### config.mk
export PLATFORM = sky130hd
export DESIGN_NAME = sdi_serial_input
export DESIGN_NICKNAME = d
export VERILOG_FILES = /design/src/logic/sdi_pkg.sv /design/src/logic/sdi_fifo.sv /design/src/logic/sdi_serial_input.sv
export VERILOG_INCLUDE_DIRS = /design/src /design/src/logic
export SDC_FILE = /design/constraint.sdc
export NUM_CORES = 1
export LEC_CHECK = 0
export BUFFER_PORTS_ARGS = -buffer_cell sky130_fd_sc_hd__buf_4
export CORE_MARGIN = 2
export CORE_UTILIZATION = 35
export CTS_BUF_LIST = sky130_fd_sc_hd__clkbuf_4 sky130_fd_sc_hd__clkbuf_8
export DETAILED_ROUTE_END_ITERATION = 8
export PLACE_DENSITY = 0.6
export SLEW_MARGIN = 20
export SYNTH_ARGS = -nofsm -noshare
export SYNTH_HDL_FRONTEND = slang
export SYNTH_SLANG_ARGS = --single-unit
### constraint.sdc
create_clock -name CLK -period 4.35 [get_ports CLK]
set_input_delay 0 -clock CLK [delete_from_list [all_inputs] [get_ports CLK]]
set_output_delay 0 -clock CLK [all_outputs]
set_load 0.02 [all_outputs]
### src/logic/sdi_consts.svh
`ifndef SDI_CONSTS_SVH
`define SDI_CONSTS_SVH
// serial word and converter code geometry
`define SDI_WORD_BITS   16
`define SDI_CODE_BITS   12
`define SDI_CNT_BITS    5
`define SDI_LAST_BIT    5'h10
`define SDI_CNT_ZERO    5'h00
`define SDI_CNT_ONE     5'h01
`define SDI_CODE_MSB    11
`define SDI_PD_MSB      13
`define SDI_PD_LSB      12
`define SDI_CODE_RST    12'h000
`define SDI_PD_RST      2'h0
`define SDI_WORD_RST    16'h0000
// buffer geometry
`define SDI_FIFO_DEPTH  4
`define SDI_PTR_BITS    2
`define SDI_FILL_BITS   3
`endif

### src/logic/sdi_pkg.sv
`include "sdi_consts.svh"
package sdi_pkg;
	typedef logic [`SDI_WORD_BITS-1:0] sdi_word_t;
	typedef logic [`SDI_CODE_BITS-1:0] sdi_code_t;
	typedef logic [`SDI_CNT_BITS-1:0]  sdi_cnt_t;
	typedef enum logic [1:0] {
		SDI_IDLE,
		SDI_SHIFT,
		SDI_WAIT_RISE
	} sdi_state_e;
endpackage : sdi_pkg

### src/logic/sdi_fifo.sv
`timescale 1ns/1ps
`include "sdi_consts.svh"
module sdi_fifo #(
	parameter int WIDTH = `SDI_WORD_BITS,
	parameter int DEPTH = `SDI_FIFO_DEPTH
) (
	// clock and reset
	input  wire logic             CLK,
	input  wire logic             NRST,
	// fill side
	input  wire logic             in_valid,
	output logic                  in_ready,
	input  wire logic [WIDTH-1:0] in_data,
	// drain side
	output logic                  out_valid,
	input  wire logic             out_ready,
	output logic      [WIDTH-1:0] out_data
);
	logic [WIDTH-1:0]         mem_r [DEPTH];
	logic [`SDI_PTR_BITS-1:0] wr_r;
	logic [`SDI_PTR_BITS-1:0] wr_nxt;
	logic [`SDI_PTR_BITS-1:0] rd_r;
	logic [`SDI_PTR_BITS-1:0] rd_nxt;
	logic [`SDI_FILL_BITS-1:0] fill_r;
	logic [`SDI_FILL_BITS-1:0] fill_nxt;
	logic                     push;
	logic                     pop;

	// honest flags from the fill count
	assign in_ready  = (fill_r != DEPTH[`SDI_FILL_BITS-1:0]);
	assign out_valid = (fill_r != '0);
	assign out_data  = mem_r[rd_r];
	assign push      = in_valid && in_ready;
	assign pop       = out_valid && out_ready;

	// pointer and count next values
	always_comb begin
		wr_nxt   = push ? wr_r + 1'b1 : wr_r;
		rd_nxt   = pop ? rd_r + 1'b1 : rd_r;
		fill_nxt = fill_r;
		if (push && !pop) begin
			fill_nxt = fill_r + 1'b1;
		end else if (pop && !push) begin
			fill_nxt = fill_r - 1'b1;
		end
	end

	// registers; storage needs no reset
	always_ff @(posedge CLK or negedge NRST) begin
		if (!NRST) begin
			wr_r   <= '0;
			rd_r   <= '0;
			fill_r <= '0;
		end else begin
			wr_r   <= wr_nxt;
			rd_r   <= rd_nxt;
			fill_r <= fill_nxt;
		end
	end

	always_ff @(posedge CLK) begin
		if (push) begin
			mem_r[wr_r] <= in_data;
		end
	end
endmodule : sdi_fifo

### src/logic/sdi_serial_input.sv
`timescale 1ns/1ps
`include "sdi_consts.svh"
module sdi_serial_input
	import sdi_pkg::*;
(
	// clock and reset
	input  wire logic                      CLK,
	input  wire logic                      NRST,
	// serial pins from the host
	input  wire logic                      SCLK,
	input  wire logic                      SYNC_N,
	input  wire logic                      DIN,
	// converter side
	output logic [`SDI_CODE_BITS-1:0]      ANALOG_OUTPUT_VOLTAGE_CODE,
	output logic [`SDI_PD_MSB-`SDI_PD_LSB:0] POWER_DOWN_MODE,
	output logic                           CODE_UPDATE,
	output logic                           FRAME_ABORT
);
	// synchronisers: first stage read only by the second
	logic [1:0] sclk_s;
	logic [1:0] sync_s;
	logic [1:0] din_s;
	logic       sclk_d_r;
	logic       sync_d_r;

	sdi_state_e state_r;
	sdi_state_e state_nxt;
	sdi_word_t  shift_r;
	sdi_word_t  shift_nxt;
	sdi_cnt_t   cnt_r;
	sdi_cnt_t   cnt_nxt;
	logic       push;
	logic       push_ready;
	logic       abort_nxt;
	logic       abort_r;

	logic       pop_valid;
	sdi_word_t  pop_word;
	sdi_code_t  code_r;
	sdi_code_t  code_nxt;
	logic [`SDI_PD_MSB-`SDI_PD_LSB:0] pd_r;
	logic [`SDI_PD_MSB-`SDI_PD_LSB:0] pd_nxt;
	logic       upd_r;

	logic       sclk_fall;
	logic       sync_rise;
	logic       frame_on;

	// next bit count; shared by the counter and the word-complete test
	function automatic sdi_cnt_t cnt_step(input sdi_cnt_t c);
		cnt_step = c + `SDI_CNT_ONE;
	endfunction : cnt_step

	// bring pins into the CLK domain
	always_ff @(posedge CLK or negedge NRST) begin
		if (!NRST) begin
			sclk_s   <= 2'h0;
			sync_s   <= 2'h3;
			din_s    <= 2'h0;
			sclk_d_r <= 1'b0;
			sync_d_r <= 1'b1;
		end else begin
			sclk_s   <= {sclk_s[0], SCLK};
			sync_s   <= {sync_s[0], SYNC_N};
			din_s    <= {din_s[0], DIN};
			sclk_d_r <= sclk_s[1];
			sync_d_r <= sync_s[1];
		end
	end

	// edge detection on synchronised pins
	assign sclk_fall = sclk_d_r && !sclk_s[1];
	assign sync_rise = !sync_d_r && sync_s[1];
	assign frame_on  = !sync_s[1];

	// frame sequencer next values
	always_comb begin
		state_nxt = state_r;
		shift_nxt = shift_r;
		cnt_nxt   = cnt_r;
		push      = 1'b0;
		abort_nxt = 1'b0;
		case (state_r)
			SDI_IDLE: begin
				cnt_nxt = `SDI_CNT_ZERO;
				if (frame_on) begin
					state_nxt = SDI_SHIFT;
				end
			end
			SDI_SHIFT: begin
				if (!frame_on) begin
					// early rise: partial word dropped
					state_nxt = SDI_IDLE;
					cnt_nxt   = `SDI_CNT_ZERO;
					abort_nxt = 1'b1;
				end else if (sclk_fall) begin
					shift_nxt = {shift_r[`SDI_WORD_BITS-2:0], din_s[1]};
					cnt_nxt   = cnt_step(cnt_r);
					if (cnt_step(cnt_r) == `SDI_LAST_BIT) begin
						state_nxt = SDI_WAIT_RISE;
					end
				end
			end
			SDI_WAIT_RISE: begin
				// word is complete; hand it over, then ignore clocks until frame closes
				if (cnt_r == `SDI_LAST_BIT) begin
					push = push_ready;
					if (push_ready) begin
						cnt_nxt = `SDI_CNT_ZERO;
					end
				end
				if (!frame_on && cnt_r != `SDI_LAST_BIT) begin
					state_nxt = SDI_IDLE;
				end
			end
			default: state_nxt = SDI_IDLE;
		endcase
	end

	always_ff @(posedge CLK or negedge NRST) begin
		if (!NRST) begin
			state_r <= SDI_IDLE;
			shift_r <= `SDI_WORD_RST;
			cnt_r   <= `SDI_CNT_ZERO;
			abort_r <= 1'b0;
		end else begin
			state_r <= state_nxt;
			shift_r <= shift_nxt;
			cnt_r   <= cnt_nxt;
			abort_r <= abort_nxt;
		end
	end

	// small buffer decouples frame end from converter load
	sdi_fifo #(
		.WIDTH (`SDI_WORD_BITS),
		.DEPTH (`SDI_FIFO_DEPTH)
	) u_fifo (
		.CLK       (CLK),
		.NRST      (NRST),
		.in_valid  (push),
		.in_ready  (push_ready),
		.in_data   (shift_r),
		.out_valid (pop_valid),
		.out_ready (1'b1),
		.out_data  (pop_word)
	);

	// converter code and power-down load only from whole words
	always_comb begin
		code_nxt = code_r;
		pd_nxt   = pd_r;
		if (pop_valid) begin
			code_nxt = pop_word[`SDI_CODE_MSB:0];
			pd_nxt   = pop_word[`SDI_PD_MSB:`SDI_PD_LSB];
		end
	end

	always_ff @(posedge CLK or negedge NRST) begin
		if (!NRST) begin
			code_r <= `SDI_CODE_RST;
			pd_r   <= `SDI_PD_RST;
			upd_r  <= 1'b0;
		end else begin
			code_r <= code_nxt;
			pd_r   <= pd_nxt;
			upd_r  <= pop_valid;
		end
	end

	assign ANALOG_OUTPUT_VOLTAGE_CODE = code_r;
	assign POWER_DOWN_MODE            = pd_r;
	assign CODE_UPDATE                = upd_r;
	assign FRAME_ABORT                = abort_r;

	// sync_rise kept for the abort check below
	AST_ABORT_KEEPS_CODE: assert property (@(posedge CLK) disable iff (!NRST)
		(state_r == SDI_SHIFT && !frame_on) |=> (code_r == $past(code_r) && !upd_r))
		else $error("code changed on aborted frame");
	AST_CNT_CLEAR_IDLE: assert property (@(posedge CLK) disable iff (!NRST)
		(state_r == SDI_IDLE) |-> (cnt_r == `SDI_CNT_ZERO))
		else $error("bit counter not clear between frames");
	AST_NO_SHIFT_OUTSIDE: assert property (@(posedge CLK) disable iff (!NRST)
		(sync_s[1] && sync_d_r) |=> $stable(shift_r))
		else $error("shift register moved with frame select high");
	AST_SHIFT_ON_FALL: assert property (@(posedge CLK) disable iff (!NRST)
		(state_r == SDI_SHIFT && frame_on && sclk_fall) |=> (shift_r[0] == $past(din_s[1])))
		else $error("bit not shifted on falling edge");
	AST_UPDATE_AFTER_16: assert property (@(posedge CLK) disable iff (!NRST)
		(state_r == SDI_SHIFT && frame_on && sclk_fall && cnt_r == `SDI_LAST_BIT - `SDI_CNT_ONE) |-> ##[2:8] upd_r)
		else $error("code not updated after full word");
	AST_CODE_FROM_WORD: assert property (@(posedge CLK) disable iff (!NRST)
		pop_valid |=> (code_r == $past(pop_word[`SDI_CODE_MSB:0])))
		else $error("code not taken from word");
	AST_PD_FROM_WORD: assert property (@(posedge CLK) disable iff (!NRST)
		$changed(pd_r) |-> $past(pop_valid))
		else $error("power-down changed outside a completed frame");
	AST_ZERO_UNTIL_WRITE: assert property (@(posedge CLK) disable iff (!NRST)
		$changed(code_r) |-> $past(pop_valid))
		else $error("code left zero without a write");
	AST_RISE_SEEN: assert property (@(posedge CLK) disable iff (!NRST)
		(sync_rise && state_r == SDI_SHIFT) |=> abort_r)
		else $error("early rise not flagged");

	// a finished word may wait for the buffer, so only the other states must clear
	AST_CNT_CLEAR_HIGH: assert property (@(posedge CLK) disable iff (!NRST)
		(!frame_on && state_r != SDI_WAIT_RISE) |=> (cnt_r == `SDI_CNT_ZERO))
		else $error("bit counter kept with frame select high");
	AST_ABORT_ONE_CYCLE: assert property (@(posedge CLK) disable iff (!NRST)
		abort_r |=> !abort_r)
		else $error("abort flag stood more than one cycle");
	AST_PD_WITH_UPDATE: assert property (@(posedge CLK) disable iff (!NRST)
		upd_r |-> (pd_r == $past(pop_word[`SDI_PD_MSB:`SDI_PD_LSB])))
		else $error("power-down field not taken with the update");
endmodule : sdi_serial_input

* After elaboration in Yosys (flattened, before gate mapping)
Memory sizes are Yosys's and may differ from the RTL's. A register that Yosys moved wholly into a read port is not among the register bits. Index checks and enable logic that the tools add are counted.
Cells by class: add/sub/neg operators 5, equality and inequality tests 12, muxes and demuxes 19, bitwise operators 1, reductions and logical operators 16
Operators with widths (number):
- $mux 5 | 4
- $pmux 5 s3 | 1
- $eq 5x5->1 const B | 2
- $mux 2 | 5
- $ne 3x3->1 const B | 3
- $ne 2x2->1 const B | 4
- $reduce_and 4->1 | 2
- $mux 1 | 6
- $mux 3 | 2
- $pmux 2 s3 | 1
- $reduce_bool 3->1 | 2
- $add 5x1->5 const B | 1
- $logic_and 1x1->1 | 5
- $ne 5x5->1 const B | 1
- $add 2x1->2 const B | 2
- $logic_not 1->1 | 4
- $add 3x1->3 const B | 1
- $reduce_and 3->1 | 1
- $sub 3x1->3 const B | 1
- $eq 2x1->1 const B | 1
- $eq 2x2->1 const B | 1
- $logic_not 2->1 | 1
- $reduce_bool 2->1 | 1
- $not 1->1 | 1
Storage, ports and cells: flip-flop bits (word level) 39, bits in writable memories 64, output and inout port bits 16, logic and storage cells 66, memories 1
Memories:
- u_fifo.mem_r | words 4, width 16, read ports 1, clocked after memory_dff 1, wr ports 1, RTL line sdi_fifo.sv:19 | logic [WIDTH-1:0] mem_r [DEPTH];

* Longest topological paths before layout
depth in word-level cells 8, mapped depth 10

* Cells and area by module
From an unflattened synthesis, not the netlist that was laid out.
Second synthesis, totals: cell total of the unflattened synthesis 240, area, all modules 4596.9 µm²
Modules (own cells, without submodules):
- sdi_fifo | instances 1, cells an instance 119, area each 2760.1 µm², sequential area each 2097.0 µm²
- sdi_serial_input | instances 1, cells an instance 121, area each 1836.8 µm², sequential area each 1153.6 µm²

* Worst setup path before layout
OpenSTA, ideal clock, no wires.
kind register -> register, from register cnt_r[0], to register u_fifo.fill_r[2], setup time 0.079 ns, arrival time 2.301 ns, data required time 4.271 ns, path slack 1.970 ns, stages on the path, launching flop included 11, path buffers 0, path through dfrtp_1 inv_1 ha_1 nand4bb_4 a2111oi_4 ha_1 inv_1 fa_1 xor2_1 nor2_1 xor2_1
On the way: word-level cells in the longest chain between the ends 7
RTL lines:
- from (decl) | RTL line sdi_serial_input.sv:30 | sdi_cnt_t cnt_r;
- from (signal assigned) | RTL line sdi_serial_input.sv:124 | cnt_r <= `SDI_CNT_ZERO;
- from (signal assigned) | RTL line sdi_serial_input.sv:129 | cnt_r <= cnt_nxt;
- $eq 5x5->1 (no source line) (*)
- $mux 1 (*) | RTL line sdi_serial_input.sv:106 | if (cnt_r == `SDI_LAST_BIT) begin
- $mux 1 (*) | RTL line sdi_serial_input.sv:83 | case (state_r)
- $logic_and 1x1->1 (*) | RTL line sdi_fifo.sv:33 | assign push = in_valid && in_ready;
- named net u_fifo.push | RTL line sdi_fifo.sv:26 | logic push;
- $logic_not 1->1 | RTL line sdi_fifo.sv:43 | end else if (pop && !push) begin
- $logic_and 1x1->1 | RTL line sdi_fifo.sv:43
- $reduce_bool 2->1 (no source line)
- to (signal assigned) | RTL line sdi_fifo.sv:57 | fill_r <= fill_nxt;
- to (decl) | RTL line sdi_fifo.sv:24 | logic [`SDI_FILL_BITS-1:0] fill_r;
Mark *: on every way through the listed nets, which the timed path passes. The rest lies on a longest branch. A chain may end at the register's enable or synchronous reset.

* Worst setup path after layout
Same ends and word-level chain as after synthesis.

==> flow_summary.ini <==
[detailed_routing]
drc = 3
wl_um = 6380
drt_iter0_markers = 65
vias = 1922
vias_per_cell = 4.82
wl_per_cell_um = 16.0
final_antenna_net_count = 0
drt_pass1_iterations = 8

[timing]
period_share = 0.597
setup_violations = 0
worst_clock_skew_ps = 13.8
max_freq_ghz = 0.385
slew_violations = 0
min_period_ps = 2590
worst_pin_slew_ps = 992
max-slew-margin-rel = 0.339
finalHoldViolCount = 0
holdWs_ps = 199
setup_tns_ps = 0
rsz0062_at_grt = no

[grt]
first_global_vias = 2050
grt_start_max_net_pins = 52
overflow = 0
grt_pass1_wl_um = 10500
grt_usage = 0.111
antenna_found_initial = 0

[status]
outcome = complete, but fails checks
violations = design-rule violations

[power]
power.density_mw_per_mm2 = 380
clkPwrFrac = 0.345
switching_share = 0.213
ir_worst_vdd_v = 0.000212
power_leakage_nw = 1.85
p_int_mw = 1.40
power_mw = 1.78
p_sw_uw = 379
pwr-share-seq = 0.633
pwr-share-comb = 0.023

[synthesis]
synth_area_sq_mm = 0.00415
yosysSeqAreaShare = 0.714
yosysTopAreaCell = edfxtp_1
synthArstFlopShare = 0.477
syn_inst = 222
synth_cell_types = 34
synthTopCellsByArea = edfxtp_1 41%, dfrtp_1 30%, mux2_2 8.1%
synth_seq_cells = 107
synth_edf_count = 56
synth_top_area_frac = 0.405
synthesis.nets = 235
yosysWarnings = 0
synth.avg_cell_area_sq_um = 18.7
ys.flop_type = edfxtp_1

[setup_path]
critPathCaptureType = flop
reg2reg_depth = 10
crit_family = adder cells
path_cells = inv_1 > ha_1 > nand4bb_4 > a2111oi_4 > ha_1 > inv_1 > fa_1 > xor2_1 > nor2_1 > xor2_1
max_stage_delay_ps = 520
path_class = flop to flop
reg2reg_slack_ps = 1760
cp_num_cells = 10
slowest_stage = a2111oi_4
crit_path_start = cnt_r[0]$_DFFE_PN0P_
cp_data_required_time_ps = 4650
critPathCapture = u_fifo.fill_r[2]$_DFFE_PN0P_
arrival_ps = 2890
r2r-end = u_fifo.fill_r[2]$_DFFE_PN0P_
worst-path-buf-inv = 2
critPathLaunchType = flop
cp_max_fo = 8
timing.rr.start = cnt_r[0]$_DFFE_PN0P_

[min_path]
min_path_type = input port to asynchronous set/reset pin

[clock_tree]
cts_tree = done
post_cts_buffers = 0
path_clk_slew_ps = 100
numCtsBuffers = 9
cts_buffer_depth = 2
cts.sinks = 107
clkLatencyLatePin_ps = 370
cts-htree-levels = 3
cts-root-buf = clkbuf_8

[floorplanning]
row_count = 39
initial_utilization = 0.360
coreArea_sq_mm = 0.0115
dieArea_sq_mm = 0.0127
die_x_um = 113
ios = 21
die_y_um = 113

[flow_run]
drv_cap = 0

[placement]
placed_area_sq_mm = 0.00444
gp_congestion = 0.671
dp_hpwl_um = 3730
portBuffers = 20

[finish]
antennaDiodeCount = 0
syn2layout_area_growth_pct = 12.8
layout_commonest_cell = edfxtp_1
nets = 264
drive_above_1_share = 0.359
layout_common_cells = 56 x edfxtp_1, 49 x dfrtp_1, 30 x mux2_2
utilization = 0.406
final_area_sq_mm = 0.00468
==> layout make-up <==
cell class | count | area [sq um]
clock buffers | 10 | 131
clock inverters | 6 | 70.1
fillers | 1045 | 6840
inverters | 7 | 26.3
multi-input cells | 101 | 1110
flip-flops and latches | 107 | 2960
well taps | 143 | 179
repair buffers | 25 | 198
==> power by group through the flow <==
stage	combinational, mW	sequential [mW]	clock (mW)
2_1_floorplan	0.0214	1.14	0
3_3_place_gp	0.0379	1.15	0
3_5_place_dp	0.0392	1.15	0
4_1_cts	0.0420	1.13	0.637
5_1_grt	0.0449	1.13	0.682
6_report	0.0401	1.13	0.613
==> metrics by stage <==
step	worst slack, ps	cells
final	1760	399
after global routing	1530	399
after CTS	1750	399
after detailed placement	1770	379
after global placement	1840	379
after floorplan	1970	222
==> kinds of logic (layout without fill, tap and decap cells) <==
kind of cell,count (synthesis),in the layout,share of synthesized area
buf+inv,14,48,0.0175
simple gates,30,30,0.0477
xor+xnor,6,6,0.0127
compound gates,13,13,0.0250
flops,107,107,0.714
mux,44,44,0.157
fa+ha+maj,8,8,0.0259
==> routing by layer <==
layer / track usage / share of wire / up-vias
li1: - / - / 892
met1: 0.136 / 0.46 / 995
met2: 0.182 / 0.49 / 30
met3: 0.0434 / 0.037 / 5
met4: 0.0333 / 0.012 / 0
met5: 0 / 0 / -
==> synthesized netlist by cell type (3+ instances only) <==
cell type	number
edfxtp_1	56
nor2_1	5
inv_1	6
o21ai_0	3
nand3b_1	3
and2_2	4
mux4_2	14
a21oi_1	5
dfrtp_1	49
buf_2	4
ha_1	7
nand2_1	6
xnor2_1	4
mux2_2	30
==> registers in the layout, summed over array words and instances (netlist names) <==
register and cells:
POWER_DOWN_MODE 2, sync_s 2, din_s 2, CODE_UPDATE 1, u_fifo.wr_r 2, FRAME_ABORT 1, cnt_r 5, sclk_s 2
sclk_d_r 1, u_fifo.fill_r 3, state_r 2, ANALOG_OUTPUT_VOLTAGE_CODE 12, u_fifo.rd_r 2, shift_r 14, u_fifo.mem_r 56
==> repair_timing <==
item                      in CTS  in global routing
resized for setup              0                  0
hold buffers                   4                  0
hold endpoints to repair      52                  0
==> worst min path at each step <==
stage,startpoint,to,slack [ps],cells after the start
6_report,NRST,ANALOG_OUTPUT_VOLTAGE_CODE[7]$_DFFE_PN0P_,200,2
5_1_grt,NRST,ANALOG_OUTPUT_VOLTAGE_CODE[7]$_DFFE_PN0P_,230,2
4_1_cts,NRST,ANALOG_OUTPUT_VOLTAGE_CODE[7]$_DFFE_PN0P_,220,2
3_5_place_dp,NRST,ANALOG_OUTPUT_VOLTAGE_CODE[8]$_DFFE_PN0P_,100,1
3_3_place_gp,NRST,ANALOG_OUTPUT_VOLTAGE_CODE[7]$_DFFE_PN0P_,90,1
2_1_floorplan,NRST,ANALOG_OUTPUT_VOLTAGE_CODE[0]$_DFFE_PN0P_,-300,0
No activity file was read; power rests on OpenSTA's default activity.
